$ cat config.mk
export PLATFORM = sky130hd
export DESIGN_NAME = spi_dev_end_flat
export DESIGN_NICKNAME = d
export VERILOG_FILES = /design/src/pkg/spi_frame_pkg.sv /design/src/pkg/spi_link_if.sv /design/src/hdl/spi_dev_end.sv /design/src/flat_wrapper.sv
export SDC_FILE = /design/constraint.sdc
export NUM_CORES = 1
export LEC_CHECK = 0
export ABC_AREA = 1
export BUFFER_PORTS_ARGS = -buffer_cell sky130_fd_sc_hd__buf_2
export CAP_MARGIN = 20
export CORE_UTILIZATION = 63
export DETAILED_ROUTE_END_ITERATION = 16
export PLACE_DENSITY = 0.8
export SYNTH_ARGS = -nofsm -noshare
export SYNTH_HDL_FRONTEND = slang
export SYNTH_SLANG_ARGS = --single-unit
$ cat constraint.sdc
create_clock -name i_clk -period 4.86 [get_ports i_clk]
set_clock_uncertainty 0.2 [all_clocks]
set_input_delay 0.486 -clock i_clk [delete_from_list [all_inputs] [get_ports i_clk]]
set_output_delay 0.486 -clock i_clk [all_outputs]
set_load 0.03 [all_outputs]
$ cat src/pkg/spi_frame_pkg.sv
// spi_frame_pkg: constants and types shared by both ends of the 40-bit
// datagram serial link.
// assumes one 125 MHz system clock on each end and sampled serial pins.
`default_nettype none

package spi_frame_pkg;

  ////////////////////////////////////////////////////////////////////////////
  // datagram layout
  localparam int FRAME_BITS = 40;
  localparam int DATA_BITS = 32;
  localparam int ADDR_BITS = 7;
  localparam int STATUS_BITS = 8;
  localparam int STATUS_USED = 3;
  localparam int DIR_POS = 39;
  localparam int ADDR_MSB = 38;
  localparam int ADDR_LSB = 32;
  localparam int DATA_MSB = 31;
  localparam int COUNT_BITS = 6;

  typedef logic [FRAME_BITS-1:0] frame_t;
  typedef logic [DATA_BITS-1:0] data_t;
  typedef logic [ADDR_BITS-1:0] addr_t;
  typedef logic [COUNT_BITS-1:0] count_t;

  localparam count_t FRAME_COUNT = 6'h28;
  localparam frame_t FRAME_RESET = 40'h00_0000_0000;
  localparam data_t DATA_RESET = 32'h0000_0000;

  ////////////////////////////////////////////////////////////////////////////
  // register classes by address
  localparam addr_t RO_LAST = 7'h0F;
  localparam addr_t RW_FIRST = 7'h10;
  localparam addr_t RW_LAST = 7'h1F;
  localparam int RW_DEPTH = 16;
  localparam int RW_IDX_BITS = 4;

  ////////////////////////////////////////////////////////////////////////////
  // host timing
  localparam int CLK_PERIOD_NS = 8;
  localparam int SCK_HALF_NS = 32;
  localparam int SEL_LEAD_NS = 40;
  localparam int SEL_GAP_NS = 80;
  localparam int TIMER_BITS = 5;
  typedef logic [TIMER_BITS-1:0] timer_t;
  localparam timer_t SCK_HALF_CYCLES =
    TIMER_BITS'((SCK_HALF_NS + CLK_PERIOD_NS - 1) / CLK_PERIOD_NS - 1);
  localparam timer_t SEL_LEAD_CYCLES =
    TIMER_BITS'((SEL_LEAD_NS + CLK_PERIOD_NS - 1) / CLK_PERIOD_NS - 1);
  localparam timer_t SEL_GAP_CYCLES =
    TIMER_BITS'((SEL_GAP_NS + CLK_PERIOD_NS - 1) / CLK_PERIOD_NS - 1);

  typedef enum logic [2:0] {
    ST_IDLE = 3'b000,
    ST_LEAD = 3'b001,
    ST_LOW = 3'b010,
    ST_HIGH = 3'b011,
    ST_TRAIL = 3'b100,
    ST_GAP = 3'b101
  } host_state_e;

endpackage

`default_nettype wire

$ cat src/pkg/spi_link_if.sv
// spi_link_if: the four serial wires between master and device.
// assumes both ends share i_clk; the reply line idles high when undriven.
`default_nettype none

interface spi_link_if;
  logic sck;
  logic select_low;
  logic mosi;
  logic miso;
  logic miso_oe;
  logic miso_line;

  // resolved reply wire, pulled high while the device is not driving
  assign miso_line = miso_oe ? miso : 1'b1;

  modport device (
    input sck,
    input select_low,
    input mosi,
    output miso,
    output miso_oe
  );

  modport host (
    output sck,
    output select_low,
    output mosi,
    input miso_line
  );
endinterface

`default_nettype wire

$ cat src/hdl/spi_dev_end.sv
// spi_dev_end: device end of the datagram link, holding the register port.
// assumes link pins are synchronous to i_clk and sck is at most i_clk / 4.
`default_nettype none

module spi_dev_end (
  input wire logic i_clk,
  input wire logic i_reset_n,
  spi_link_if.device link,
  input wire logic [spi_frame_pkg::STATUS_USED-1:0] i_status,
  input wire spi_frame_pkg::data_t i_ro_data,
  output logic o_wr_valid,
  output spi_frame_pkg::addr_t o_wr_addr,
  output spi_frame_pkg::data_t o_wr_data,
  output logic o_rd_req,
  output spi_frame_pkg::addr_t o_rd_addr,
  output logic o_frame_drop
);
  import spi_frame_pkg::*;

  ////////////////////////////////////////////////////////////////////////////
  // state
  logic sck_q;
  logic sel_q;
  frame_t shift_q;
  count_t bits_q;
  logic miso_q;
  logic miso_oe_q;
  logic pend_q;
  logic last_write_q;
  addr_t last_addr_q;
  data_t last_data_q;
  // status byte lives only in the top of the reply word
  frame_t reply_q;
  logic wr_valid_q;
  addr_t wr_addr_q;
  data_t wr_data_q;
  logic rd_req_q;
  addr_t rd_addr_q;
  logic drop_q;
  data_t rw_mem [RW_DEPTH];

  ////////////////////////////////////////////////////////////////////////////
  // pin edge decode
  wire in_frame = ~link.select_low;
  wire sck_rise = link.sck & ~sck_q;
  wire sck_fall = ~link.sck & sck_q;
  wire frame_start = sel_q & ~link.select_low;
  wire frame_end = ~sel_q & link.select_low;
  wire frame_ok = (bits_q >= FRAME_COUNT);
  wire take_cmd = frame_end & frame_ok;

  // command fields of the last 40 bits shifted in
  wire cmd_write = shift_q[DIR_POS];
  wire addr_t cmd_addr = shift_q[ADDR_MSB:ADDR_LSB];
  wire data_t cmd_data = shift_q[DATA_MSB:0];

  // register class decode
  wire cmd_is_ro = (cmd_addr <= RO_LAST);
  wire cmd_is_rw = (cmd_addr >= RW_FIRST) && (cmd_addr <= RW_LAST);
  wire last_is_ro = (last_addr_q <= RO_LAST);
  wire last_is_rw = (last_addr_q >= RW_FIRST) && (last_addr_q <= RW_LAST);
  wire [RW_IDX_BITS-1:0] cmd_idx = cmd_addr[RW_IDX_BITS-1:0];
  wire [RW_IDX_BITS-1:0] last_idx = last_addr_q[RW_IDX_BITS-1:0];

  // reply data: write echo, stored word, read-only input or zero
  wire data_t rd_value = last_is_rw ? rw_mem[last_idx] :
                         (last_is_ro ? i_ro_data : DATA_RESET);
  wire data_t reply_data = last_write_q ? last_data_q : rd_value;
  wire [STATUS_BITS-1:0] status_next = {{(STATUS_BITS-STATUS_USED){1'b0}}, i_status};

  ////////////////////////////////////////////////////////////////////////////
  // pin history for edge detection
  always_ff @(posedge i_clk) begin
    if (!i_reset_n) begin
      sck_q <= 1'b1;
      sel_q <= 1'b1;
    end else begin
      sck_q <= link.sck;
      sel_q <= link.select_low;
    end
  end

  ////////////////////////////////////////////////////////////////////////////
  // 40-bit shift register, also the daisy chain delay line
  always_ff @(posedge i_clk) begin
    if (!i_reset_n) begin
      shift_q <= FRAME_RESET;
    end else if (frame_start) begin
      shift_q <= reply_q;
    end else if (in_frame && sck_rise) begin
      shift_q <= {shift_q[FRAME_BITS-2:0], link.mosi};
    end
  end

  // rising edge count, saturating once a full datagram is in
  always_ff @(posedge i_clk) begin
    if (!i_reset_n) begin
      bits_q <= '0;
    end else if (frame_start) begin
      bits_q <= '0;
    end else if (in_frame && sck_rise && !frame_ok) begin
      bits_q <= bits_q + 6'h01;
    end
  end

  ////////////////////////////////////////////////////////////////////////////
  // serial output: first bit at select, then one per falling edge
  always_ff @(posedge i_clk) begin
    if (!i_reset_n) begin
      miso_q <= 1'b0;
      miso_oe_q <= 1'b0;
    end else begin
      miso_oe_q <= in_frame;
      if (frame_start) begin
        miso_q <= reply_q[FRAME_BITS-1];
      end else if (in_frame && sck_fall) begin
        miso_q <= shift_q[FRAME_BITS-1];
      end
    end
  end

  assign link.miso = miso_q;
  assign link.miso_oe = miso_oe_q;

  ////////////////////////////////////////////////////////////////////////////
  // command capture at select release
  always_ff @(posedge i_clk) begin
    if (!i_reset_n) begin
      pend_q <= 1'b0;
      last_write_q <= 1'b0;
      last_addr_q <= '0;
      last_data_q <= DATA_RESET;
    end else begin
      pend_q <= take_cmd;
      if (take_cmd) begin
        last_write_q <= cmd_write;
        last_addr_q <= cmd_addr;
        last_data_q <= cmd_data;
      end
    end
  end

  // reply word and status latched once the access completes
  always_ff @(posedge i_clk) begin
    if (!i_reset_n) begin
      reply_q <= FRAME_RESET;
    end else if (pend_q) begin
      reply_q <= {status_next, reply_data};
    end
  end

  ////////////////////////////////////////////////////////////////////////////
  // outward write strobe for every writable address
  always_ff @(posedge i_clk) begin
    if (!i_reset_n) begin
      wr_valid_q <= 1'b0;
      wr_addr_q <= '0;
      wr_data_q <= DATA_RESET;
    end else begin
      wr_valid_q <= take_cmd & cmd_write & ~cmd_is_ro;
      if (take_cmd && cmd_write) begin
        wr_addr_q <= cmd_addr;
        wr_data_q <= cmd_data;
      end
    end
  end

  // read request for read-only addresses, answered on i_ro_data in the same cycle as the request
  always_ff @(posedge i_clk) begin
    if (!i_reset_n) begin
      rd_req_q <= 1'b0;
      rd_addr_q <= '0;
      drop_q <= 1'b0;
    end else begin
      rd_req_q <= take_cmd & ~cmd_write & cmd_is_ro;
      drop_q <= frame_end & ~frame_ok;
      if (take_cmd) begin
        rd_addr_q <= cmd_addr;
      end
    end
  end

  ////////////////////////////////////////////////////////////////////////////
  // read-back store for the read-write class
  generate
    for (genvar g = 0; g < RW_DEPTH; g++) begin : g_rw
      always_ff @(posedge i_clk) begin
        if (!i_reset_n) begin
          rw_mem[g] <= DATA_RESET;
        end else if (take_cmd && cmd_write && cmd_is_rw && (cmd_idx == g)) begin
          rw_mem[g] <= cmd_data;
        end
      end
    end
  endgenerate

  ////////////////////////////////////////////////////////////////////////////
  // user side outputs
  assign o_wr_valid = wr_valid_q;
  assign o_wr_addr = wr_addr_q;
  assign o_wr_data = wr_data_q;
  assign o_rd_req = rd_req_q;
  assign o_rd_addr = rd_addr_q;
  assign o_frame_drop = drop_q;

endmodule

`default_nettype wire

$ cat src/flat_wrapper.sv
// flat-port wrapper written by rule: the top's interface ports become plain ports
module spi_dev_end_flat import spi_frame_pkg::*;
  (i_clk, i_reset_n, i_status, i_ro_data, o_wr_valid, o_wr_addr, o_wr_data, o_rd_req, o_rd_addr, o_frame_drop, link_sck, link_select_low, link_mosi, link_miso, link_miso_oe);
  spi_link_if link_i ();
  input wire logic i_clk;
  input wire logic i_reset_n;
  input wire logic [spi_frame_pkg::STATUS_USED-1:0] i_status;
  input wire spi_frame_pkg::data_t i_ro_data;
  output logic o_wr_valid;
  output spi_frame_pkg::addr_t o_wr_addr;
  output spi_frame_pkg::data_t o_wr_data;
  output logic o_rd_req;
  output spi_frame_pkg::addr_t o_rd_addr;
  output logic o_frame_drop;
  input wire logic [$bits(link_i.sck)-1:0] link_sck;
  input wire logic [$bits(link_i.select_low)-1:0] link_select_low;
  input wire logic [$bits(link_i.mosi)-1:0] link_mosi;
  output wire logic [$bits(link_i.miso)-1:0] link_miso;
  output wire logic [$bits(link_i.miso_oe)-1:0] link_miso_oe;
  assign link_i.sck = link_sck;
  assign link_i.select_low = link_select_low;
  assign link_i.mosi = link_mosi;
  assign link_miso = link_i.miso;
  assign link_miso_oe = link_i.miso_oe;
  spi_dev_end u_core (.i_clk(i_clk), .i_reset_n(i_reset_n), .link(link_i), .i_status(i_status), .i_ro_data(i_ro_data), .o_wr_valid(o_wr_valid), .o_wr_addr(o_wr_addr), .o_wr_data(o_wr_data), .o_rd_req(o_rd_req), .o_rd_addr(o_rd_addr), .o_frame_drop(o_frame_drop));
endmodule
==> results of run 1 <==
-- timing repair --
action	CTS	global route
endpoints found under the hold margin	7	0
hold buffers	6	0
gates resized for setup	0	0
setup endpoints to repair	0	0
-- metrics by stage --
step,area [um^2],utilization,cells
after detailed placement,32700,0.650,4218
after global placement,32700,0.650,4217
final,35100,0.698,4351
after CTS,35000,0.695,4346
after floorplan,32200,-,3689
after global routing,35100,0.698,4351
-- layout by cell type, fill, tap and decap left out, drive strengths merged --
cell type,instances
inv,477
nor3,8
a31oi,1
edfxtp,512
nor2,620
a21oi,113
a211oi,69
clkinvlp,1
ha,2
nand3,449
nand2,890
dlygate4sd3,6
a311oi,1
buf,132
clkbuf,97
nand4,1
dfxtp,172
o21ai,85
o31ai,1
clkinv,42
-- state kept, by name, indices dropped and copies added, names as in the netlist, 6 cells and up, named ones only --
| signal | cells |
|---|---|
| u_core.o_rd_addr | 7 |
| u_core.shift_q | 40 |
| u_core.last_data_q | 32 |
| u_core.o_wr_data | 32 |
| u_core.rw_mem | 512 |
| u_core.bits_q | 6 |
| u_core.o_wr_addr | 7 |
| u_core.reply_q | 35 |
-- power breakdown --
group / total [mW] / leakage, nW / switching (mW) / internal [mW]
logic: 0.628 / 6.64 / 0.490 / 0.137
registers: 6.48 / 6.68 / 0.0560 / 6.42
clock network: 5.19 / 1.10 / 2.21 / 2.98
-- critical path, stage by stage --
cell and delay [ns]:
sky130_fd_sc_hd__dlygate4sd3_1 0.52, sky130_fd_sc_hd__buf_2 0.12, sky130_fd_sc_hd__inv_1 0.07, sky130_fd_sc_hd__nor2_2 0.15
sky130_fd_sc_hd__nand2_4 0.16, sky130_fd_sc_hd__nor2_8 0.13, sky130_fd_sc_hd__nand3_4 0.15, sky130_fd_sc_hd__nor3_4 0.43
sky130_fd_sc_hd__inv_1 0.31, sky130_fd_sc_hd__o21ai_4 0.78, sky130_fd_sc_hd__buf_4 0.33
-- path summary, 6_finish.rpt --
check	end	slack (ns)	depth (start not counted)	from
setup / recovery	u_core.rw_mem[15][31]	1.30	11	link_select_low
hold / removal	u_core.reply_q[14]	0.12	7	i_ro_data[14]
setup reg to reg	u_core.rw_mem[15][31]	1.37	9	u_core.bits_q[3]
hold reg to reg	u_core.last_data_q[27]	0.26	2	u_core.last_data_q[27]
-- cell type report --
cell class / instances / area [um^2] / area share
Multi-Input combinational cell: 2240 / 10400 / 0.296
Clock buffer: 97 / 2080 / 0.0592
Tap cell: 672 / 841 / 0.0240
Sequential cell: 684 / 18800 / 0.537
Timing Repair Buffer: 138 / 966 / 0.0275
Clock inverter: 25 / 119 / 0.00339
Inverter: 495 / 1870 / 0.0532
-- per-layer routing --
| metal | track usage | vias to the layer above | share of wire | routed length, um |
|---|---|---|---|---|
| met2 | 0.516 | 1242 | 0.49 | 40000 |
| met5 | 0 | - | 0 | 0 |
| li1 | - | 11600 | - | - |
| met1 | 0.397 | 11700 | 0.38 | 31200 |
| met4 | 0.190 | 0 | 0.056 | 4620 |
| met3 | 0.0408 | 280 | 0.075 | 6140 |
-- kinds of logic (layout without fill, tap and decap cells) --
group           count (synthesis)  in the layout  share of synthesized area
buf+inv                       765            755                      0.100
fa+ha+maj                       2              2                   0.000776
simple gates                 1968           1968                      0.267
compound gates                270            270                     0.0478
flops                         684            684                      0.584
==> metrics.log, run 1 <==
[metrics] routed wire length per instance: 18.8 um
[metrics] syn avg cell area: between 8 and 9 um^2
[metrics] power density normalized to cell area: about 350 nW/um^2
[metrics] share of synthesized flip-flops with an asynchronous set or reset: 0
[metrics] ratio of final minimum period to clock period: 0.732
[metrics] static leakage power: between 10 and 15 nW
[metrics] Finish-stage setup viols: 0
[metrics] Final nets: 3670
[metrics] ratio of cells with drive above 1 in the final layout: 0.119
[metrics] sum of net half-perimeters after detailed placement: 47.9 mm
[metrics] pin count of the biggest net entering global routing: 190
[metrics] clock-pin slew of the registers on the worst-case setup and hold paths: 0.06 ns
[metrics] number of antenna violations at the first check in global routing: 0
[metrics] number of buffers added by the clock tree synthesis step: 69
[metrics] number of global-route vias before repair: between 20000 and 25000
[metrics] leading register cell type out of synthesis: sky130_fd_sc_hd__edfxtp_1
[metrics] Area contributors post-synth: sky130_fd_sc_hd__edfxtp_1 48%, sky130_fd_sc_hd__dfxtp_1 11%, sky130_fd_sc_hd__nand2_1 10%, sky130_fd_sc_hd__nand3_1 6.7%, sky130_fd_sc_hd__inv_1 5.5%
[metrics] outcome: completed
[metrics] initial core utilization: 0.641
[metrics] synthesis-to-layout area growth: 8.81%
[metrics] number of I/O pins: 91
[metrics] number of max-cap violations: 0
[metrics] Die H: 228 um
[metrics] number of synthesized register bits: 684
[metrics] count leader, synth: sky130_fd_sc_hd__nand2_1
[metrics] post-route worst setup slack: 1.30 ns
[metrics] highest ir drop seen on vdd: 0.248 mV
[metrics] summed negative setup slack over all endpoints: 0 ns
[metrics] CP Data Arrival Time: ~3.7 ns
[metrics] Clock Tree Root: sky130_fd_sc_hd__clkbuf_16
[metrics] measured slew at the worst slew-check pin: 1.10 ns
[metrics] Layout fillers: 3676
[metrics] routability cong.: 0.860
[metrics] unrepaired setup endpoints after global routing: no
[metrics] top cell types by occurrence after synthesis: 889 x sky130_fd_sc_hd__nand2_1, 512 x sky130_fd_sc_hd__edfxtp_1, 471 x sky130_fd_sc_hd__inv_1
[metrics] total of buffers placed on input and output ports: 90
[metrics] portion of synthesized cell area occupied by the leading cell type: 0.477
[metrics] time the final worst path needs with I/O delays and setup: between 3 and 4 ns
[metrics] violation count after the first detailed-routing iteration: between 2000 and 3000
[metrics] total global-route track usage: 0.313
[metrics] aggregate routed wire length: slightly above 80 mm
[metrics] f_max: between 0.2 and 0.3 GHz
[metrics] Synth Instances: 3689
[metrics] startpoint-to-endpoint class of the critical path: in -> reg
[metrics] final hold violation count: 0
[metrics] cell taking the most area after synthesis: sky130_fd_sc_hd__edfxtp_1
[metrics] antenna cell count: 0
[metrics] warning count from the yosys run: 0
[metrics] source-to-sink clock delay at the later pin of the worst-skew pair: 0.61 ns
[metrics] horizontal die dimension: between 200 and 250 um
[metrics] core region area: 50300 um^2
[metrics] count of standard-cell rows: 82
[metrics] mean number of vias per cell: 5.70
[metrics] endpoint class of the critical path: flop
[metrics] wire length of the first global-routing pass: 128 mm
[metrics] worst min-delay path category: in -> reg
[metrics] netlist area before placement: roughly 32000 um^2
[metrics] die area: 52100 um^2
[metrics] launching element type of the critical path: input port
[metrics] worst hold slack across all endpoints: 0.119 ns
[metrics] maximum level of the CTS H-tree: 3
[metrics] GR Overflow Total: 0
[metrics] final antenna-violating net count: 0
[metrics] post-synth net total: between 3000 and 4000
[metrics] distinct cell type count after synthesis: 27
[metrics] max-slew violations: 0
[metrics] Slew headroom: 0.262
[metrics] post-synthesis sequential area ratio: 0.584
[metrics] number of flops mapped to enable cells by yosys: 512
[metrics] Placement Setup Slack: 1.29 ns
[metrics] clock tree from TritonCTS: built
[metrics] post-route DRC violation count: 0
[metrics] Power Total: 12.3 mW
[metrics] worst endpoint required time: around 5.0 ns
[metrics] Max Fanout on Critical Path: 23
[metrics] buffer levels on the longest clock path: 3
[metrics] total number of vias: ~25000
[metrics] DRT Pass-1 Iters: 6
[metrics] post-CTS repair timing setup buffer count: 0
[metrics] total clock sinks: 684
Note: power is estimated with default switching activity, not from simulation.
==> run 2: changes to the inputs <==
Settings changed: ABC_AREA 1 to 0, CORE_UTILIZATION 63 to 62, PLACE_DENSITY 0.8 to 0.79.
Clock period 4.86 ns to 3.3 ns, I/O delays scaled along.
==> metrics.log, run 2 <==
[metrics] number of buffers and inverters on the critical path: 1
[metrics] pin count of the biggest net entering global routing: 66
[metrics] leading register cell type out of synthesis: sky130_fd_sc_hd__edfxtp_1
[metrics] buffer levels on the longest clock path: 3
[metrics] measured slew at the worst slew-check pin: 1.06 ns
[metrics] source-to-sink clock delay at the later pin of the worst-skew pair: 0.61 ns
[metrics] netlist area before placement: between 30000 and 40000 um^2
[metrics] total number of vias: just under 20000
[metrics] number of I/O pins: slightly above 90
[metrics] GRT met3 Usage: 0.0557
[metrics] final hold violation count: 0
[metrics] f_max: 0.366 GHz
[metrics] ordered list of cells on the worst path: nand4bb_2, buf_4, a221oi_1, a221oi_1, o211ai_1
[metrics] worst hold slack across all endpoints: 0.207 ns
[metrics] most common library cell in the layout ignoring fill and taps: sky130_fd_sc_hd__and2_1
[metrics] DRT Pass-1 Iters: 5
[metrics] highest ir drop seen on vdd: 0.450 mV
[metrics] antenna cell count: 0
[metrics] Slew headroom: 0.295
[metrics] static leakage power: between 10 and 15 nW
[metrics] Max Fanout on Critical Path: 19
[metrics] clock-pin slew of the registers on the worst-case setup and hold paths: 0.06 ns
[metrics] GR Overflow Total: 0
[metrics] top cell types by occurrence after synthesis: 515 x sky130_fd_sc_hd__and2_1, 512 x sky130_fd_sc_hd__edfxtp_1, 275 x sky130_fd_sc_hd__nand2_1
[metrics] post-synthesis sequential area ratio: 0.622
[metrics] number of antenna violations at the first check in global routing: 0
[metrics] count leader, synth: sky130_fd_sc_hd__and2_1
[metrics] commonest cells after routing, fill and taps aside: 515 x sky130_fd_sc_hd__and2_1, 512 x sky130_fd_sc_hd__edfxtp_1, 274 x sky130_fd_sc_hd__nand2_1
[metrics] endpoint class of the critical path: flop
[metrics] fraction of met2 tracks used by global routing: 0.494
[metrics] ratio of final minimum period to clock period: 0.827
[metrics] simple-gate share of the synthesized area: 0.165
[metrics] post-route DRC violation count: 0
[metrics] routability cong.: 0.869
[metrics] number of synthesized register bits: 684
[metrics] Largest register FFs: 512
[metrics] post-route worst setup slack: 0.570 ns
[metrics] largest registers: u_core.rw_mem (512), u_core.shift_q (40), u_core.reply_q (35)
[metrics] reg2reg path depth: 5
[metrics] Synth Instances: 2390
[metrics] ratio of cells with drive above 1 in the final layout: 0.157
[metrics] Most Crowded Layer GR: met2
[metrics] RR Endpoint: u_core.reply_q[17]
[metrics] Biggest register: u_core.rw_mem
[metrics] unrepaired setup endpoints after global routing: no
[metrics] max-slew violations: 0
[metrics] capture point of the worst path: u_core.reply_q[17]
[metrics] distinct cell type count after synthesis: 51
[metrics] adder-cell share of the synthesized area: 0.000827
[metrics] number of max-cap violations: 0
[metrics] Crit-path slowest cell: sky130_fd_sc_hd__nand4bb_2
[metrics] warning count from the yosys run: 0
[metrics] Final nets: 2472
[metrics] Area contributors post-synth: sky130_fd_sc_hd__edfxtp_1 51%, sky130_fd_sc_hd__dfxtp_1 11%, sky130_fd_sc_hd__and2_1 11%, sky130_fd_sc_hd__mux2i_1 5.4%, sky130_fd_sc_hd__mux4_2 4.8%
[metrics] wire length of the first global-routing pass: roughly 120 mm
[metrics] number of buffers added by the clock tree synthesis step: 69
[metrics] count of standard-cell rows: 80
[metrics] Finish-stage setup viols: 0
[metrics] total of buffers placed on input and output ports: 90
[metrics] post-CTS repair timing setup buffer count: 0
[metrics] outcome: completed
[metrics] violation count after the first detailed-routing iteration: approximately 2100
[metrics] total clock sinks: around 700
[metrics] CP Data Arrival Time: between 3 and 4 ns
[metrics] sum of net half-perimeters after detailed placement: 48.2 mm
[metrics] core region area: 47900 um^2
[metrics] area share of xor/xnor cells in the synthesized design: 0.00116
[metrics] time the final worst path needs with I/O delays and setup: between 2 and 3 ns
[metrics] share of the synthesized area in compound gates (AO/OA/AOI/OAI): 0.0705
[metrics] Top delay family on crit path: compound AO/OA/AOI/OAI gates
[metrics] clock tree from TritonCTS: built
[metrics] r2r startpoint: u_core.o_rd_addr[6]
[metrics] synthesis-to-layout area growth: 12.7%
[metrics] dominant combinational cell family by area after synthesis: simple AND/OR/NAND/NOR gates
[metrics] Placement Setup Slack: 0.551 ns
[metrics] launching element type of the critical path: flop
[metrics] post-synth net total: 2432
[metrics] CP Depth: 5
[metrics] worst-case register-to-register setup slack: 0.57 ns
[metrics] cell taking the most area after synthesis: sky130_fd_sc_hd__edfxtp_1
[metrics] routed wire length per instance: ~24 um
[metrics] initial core utilization: 0.631
[metrics] Layout fillers: 3008
[metrics] GR Util met1: 0.432
[metrics] number of flops mapped to enable cells by yosys: 512
[metrics] Clock Tree Root: sky130_fd_sc_hd__clkbuf_16
[metrics] maximum level of the CTS H-tree: 3
[metrics] die area: 49700 um^2
[metrics] crit-path most repeated cell: sky130_fd_sc_hd__a221oi_1
[metrics] final antenna-violating net count: 0
[metrics] number of global-route vias before repair: 19500
[metrics] startpoint of the worst hold path: i_reset_n
[metrics] worst endpoint required time: 3.62 ns
[metrics] share of synthesized flip-flops with an asynchronous set or reset: 0
[metrics] multiplexer share of the synthesized area: 0.102
[metrics] aggregate routed wire length: 75.7 mm
[metrics] horizontal die dimension: roughly 220 um
[metrics] total global-route track usage: 0.310
[metrics] start point of the critical path: u_core.o_rd_addr[6]
[metrics] Die H: 223 um
[metrics] startpoint-to-endpoint class of the critical path: reg -> reg
[metrics] mean number of vias per cell: 6.36
[metrics] Power Total: between 15 and 20 mW
[metrics] syn avg cell area: 12.7 um^2
[metrics] worst min-delay path category: in -> reg
[metrics] portion of synthesized cell area occupied by the leading cell type: 0.508
[metrics] biggest cell delay along the critical path: 0.77 ns
[metrics] power density normalized to cell area: 533 nW/um^2
[run 2: how the worst min path moves through the flow]
stage,to,slack [ns],cells after the start
CTS,u_core.reply_q[33],0.19,4
floorplan,u_core.sck_q,0.20,1
finish,u_core.reply_q[34],0.21,4
global route,u_core.reply_q[33],0.25,4
detailed placement,u_core.last_data_q[17],0.24,2
global placement,u_core.last_data_q[17],0.24,2
[run 2: kinds of logic (layout without fill, tap and decap cells)]
| group | count (synthesis) | count (layout) |
|---|---|---|
| compound gates | 313 | 313 |
| xor+xnor | 4 | 4 |
| fa+ha+maj | 2 | 2 |
| buf+inv | 246 | 340 |
| flops | 684 | 684 |
| mux | 228 | 228 |
| simple gates | 913 | 913 |
[run 2: repair_timing]
item                      4_1_cts  5_1_grt
hold endpoints to repair       42        0
resized for setup               0        0
hold buffers                   38        0
[run 2: tightest hold or removal path: stages]
cell and delay [ns]:
sky130_fd_sc_hd__buf_2 0.14, sky130_fd_sc_hd__inv_4 0.06, sky130_fd_sc_hd__buf_4 0.30, sky130_fd_sc_hd__nor2_1 0.15
[run 2: layout make-up]
cell class,count,area (um^2),area share
sequential,684,18800,0.552
multi-input combinational,1460,10600,0.311
clock buffer,105,2080,0.0610
timing repair buffer,210,1630,0.0479
tap,615,769,0.0226
clock inverter,20,171,0.00503
inverter,5,21.3,0.000624
[run 2: power breakdown]
part           total (mW)  internal [mW]  leakage [nW]  switching (mW)
Sequential           9.82           9.56          6.25           0.262
Combinational       0.605          0.225          4.19           0.380
Clock                7.75           4.58          1.11            3.17
Total                18.2           14.4          11.5            3.81
[run 2: stage by stage]
step	instances	area [um^2]	util	TNS, ns
after floorplan	2390	30300	-	-55.72
after global placement	2931	31300	0.654	0
after detailed placement	2935	31500	0.656	0
after CTS	3098	34100	0.711	0
after global routing	3099	34100	0.711	0
final	3099	34100	0.711	0
[run 2: layer usage]
metal  up-vias  wire, um
met2      1105     35800
met1      9832     30000
met5         -         0
li1       8644         -
met3       143      7850
met4         0      1980
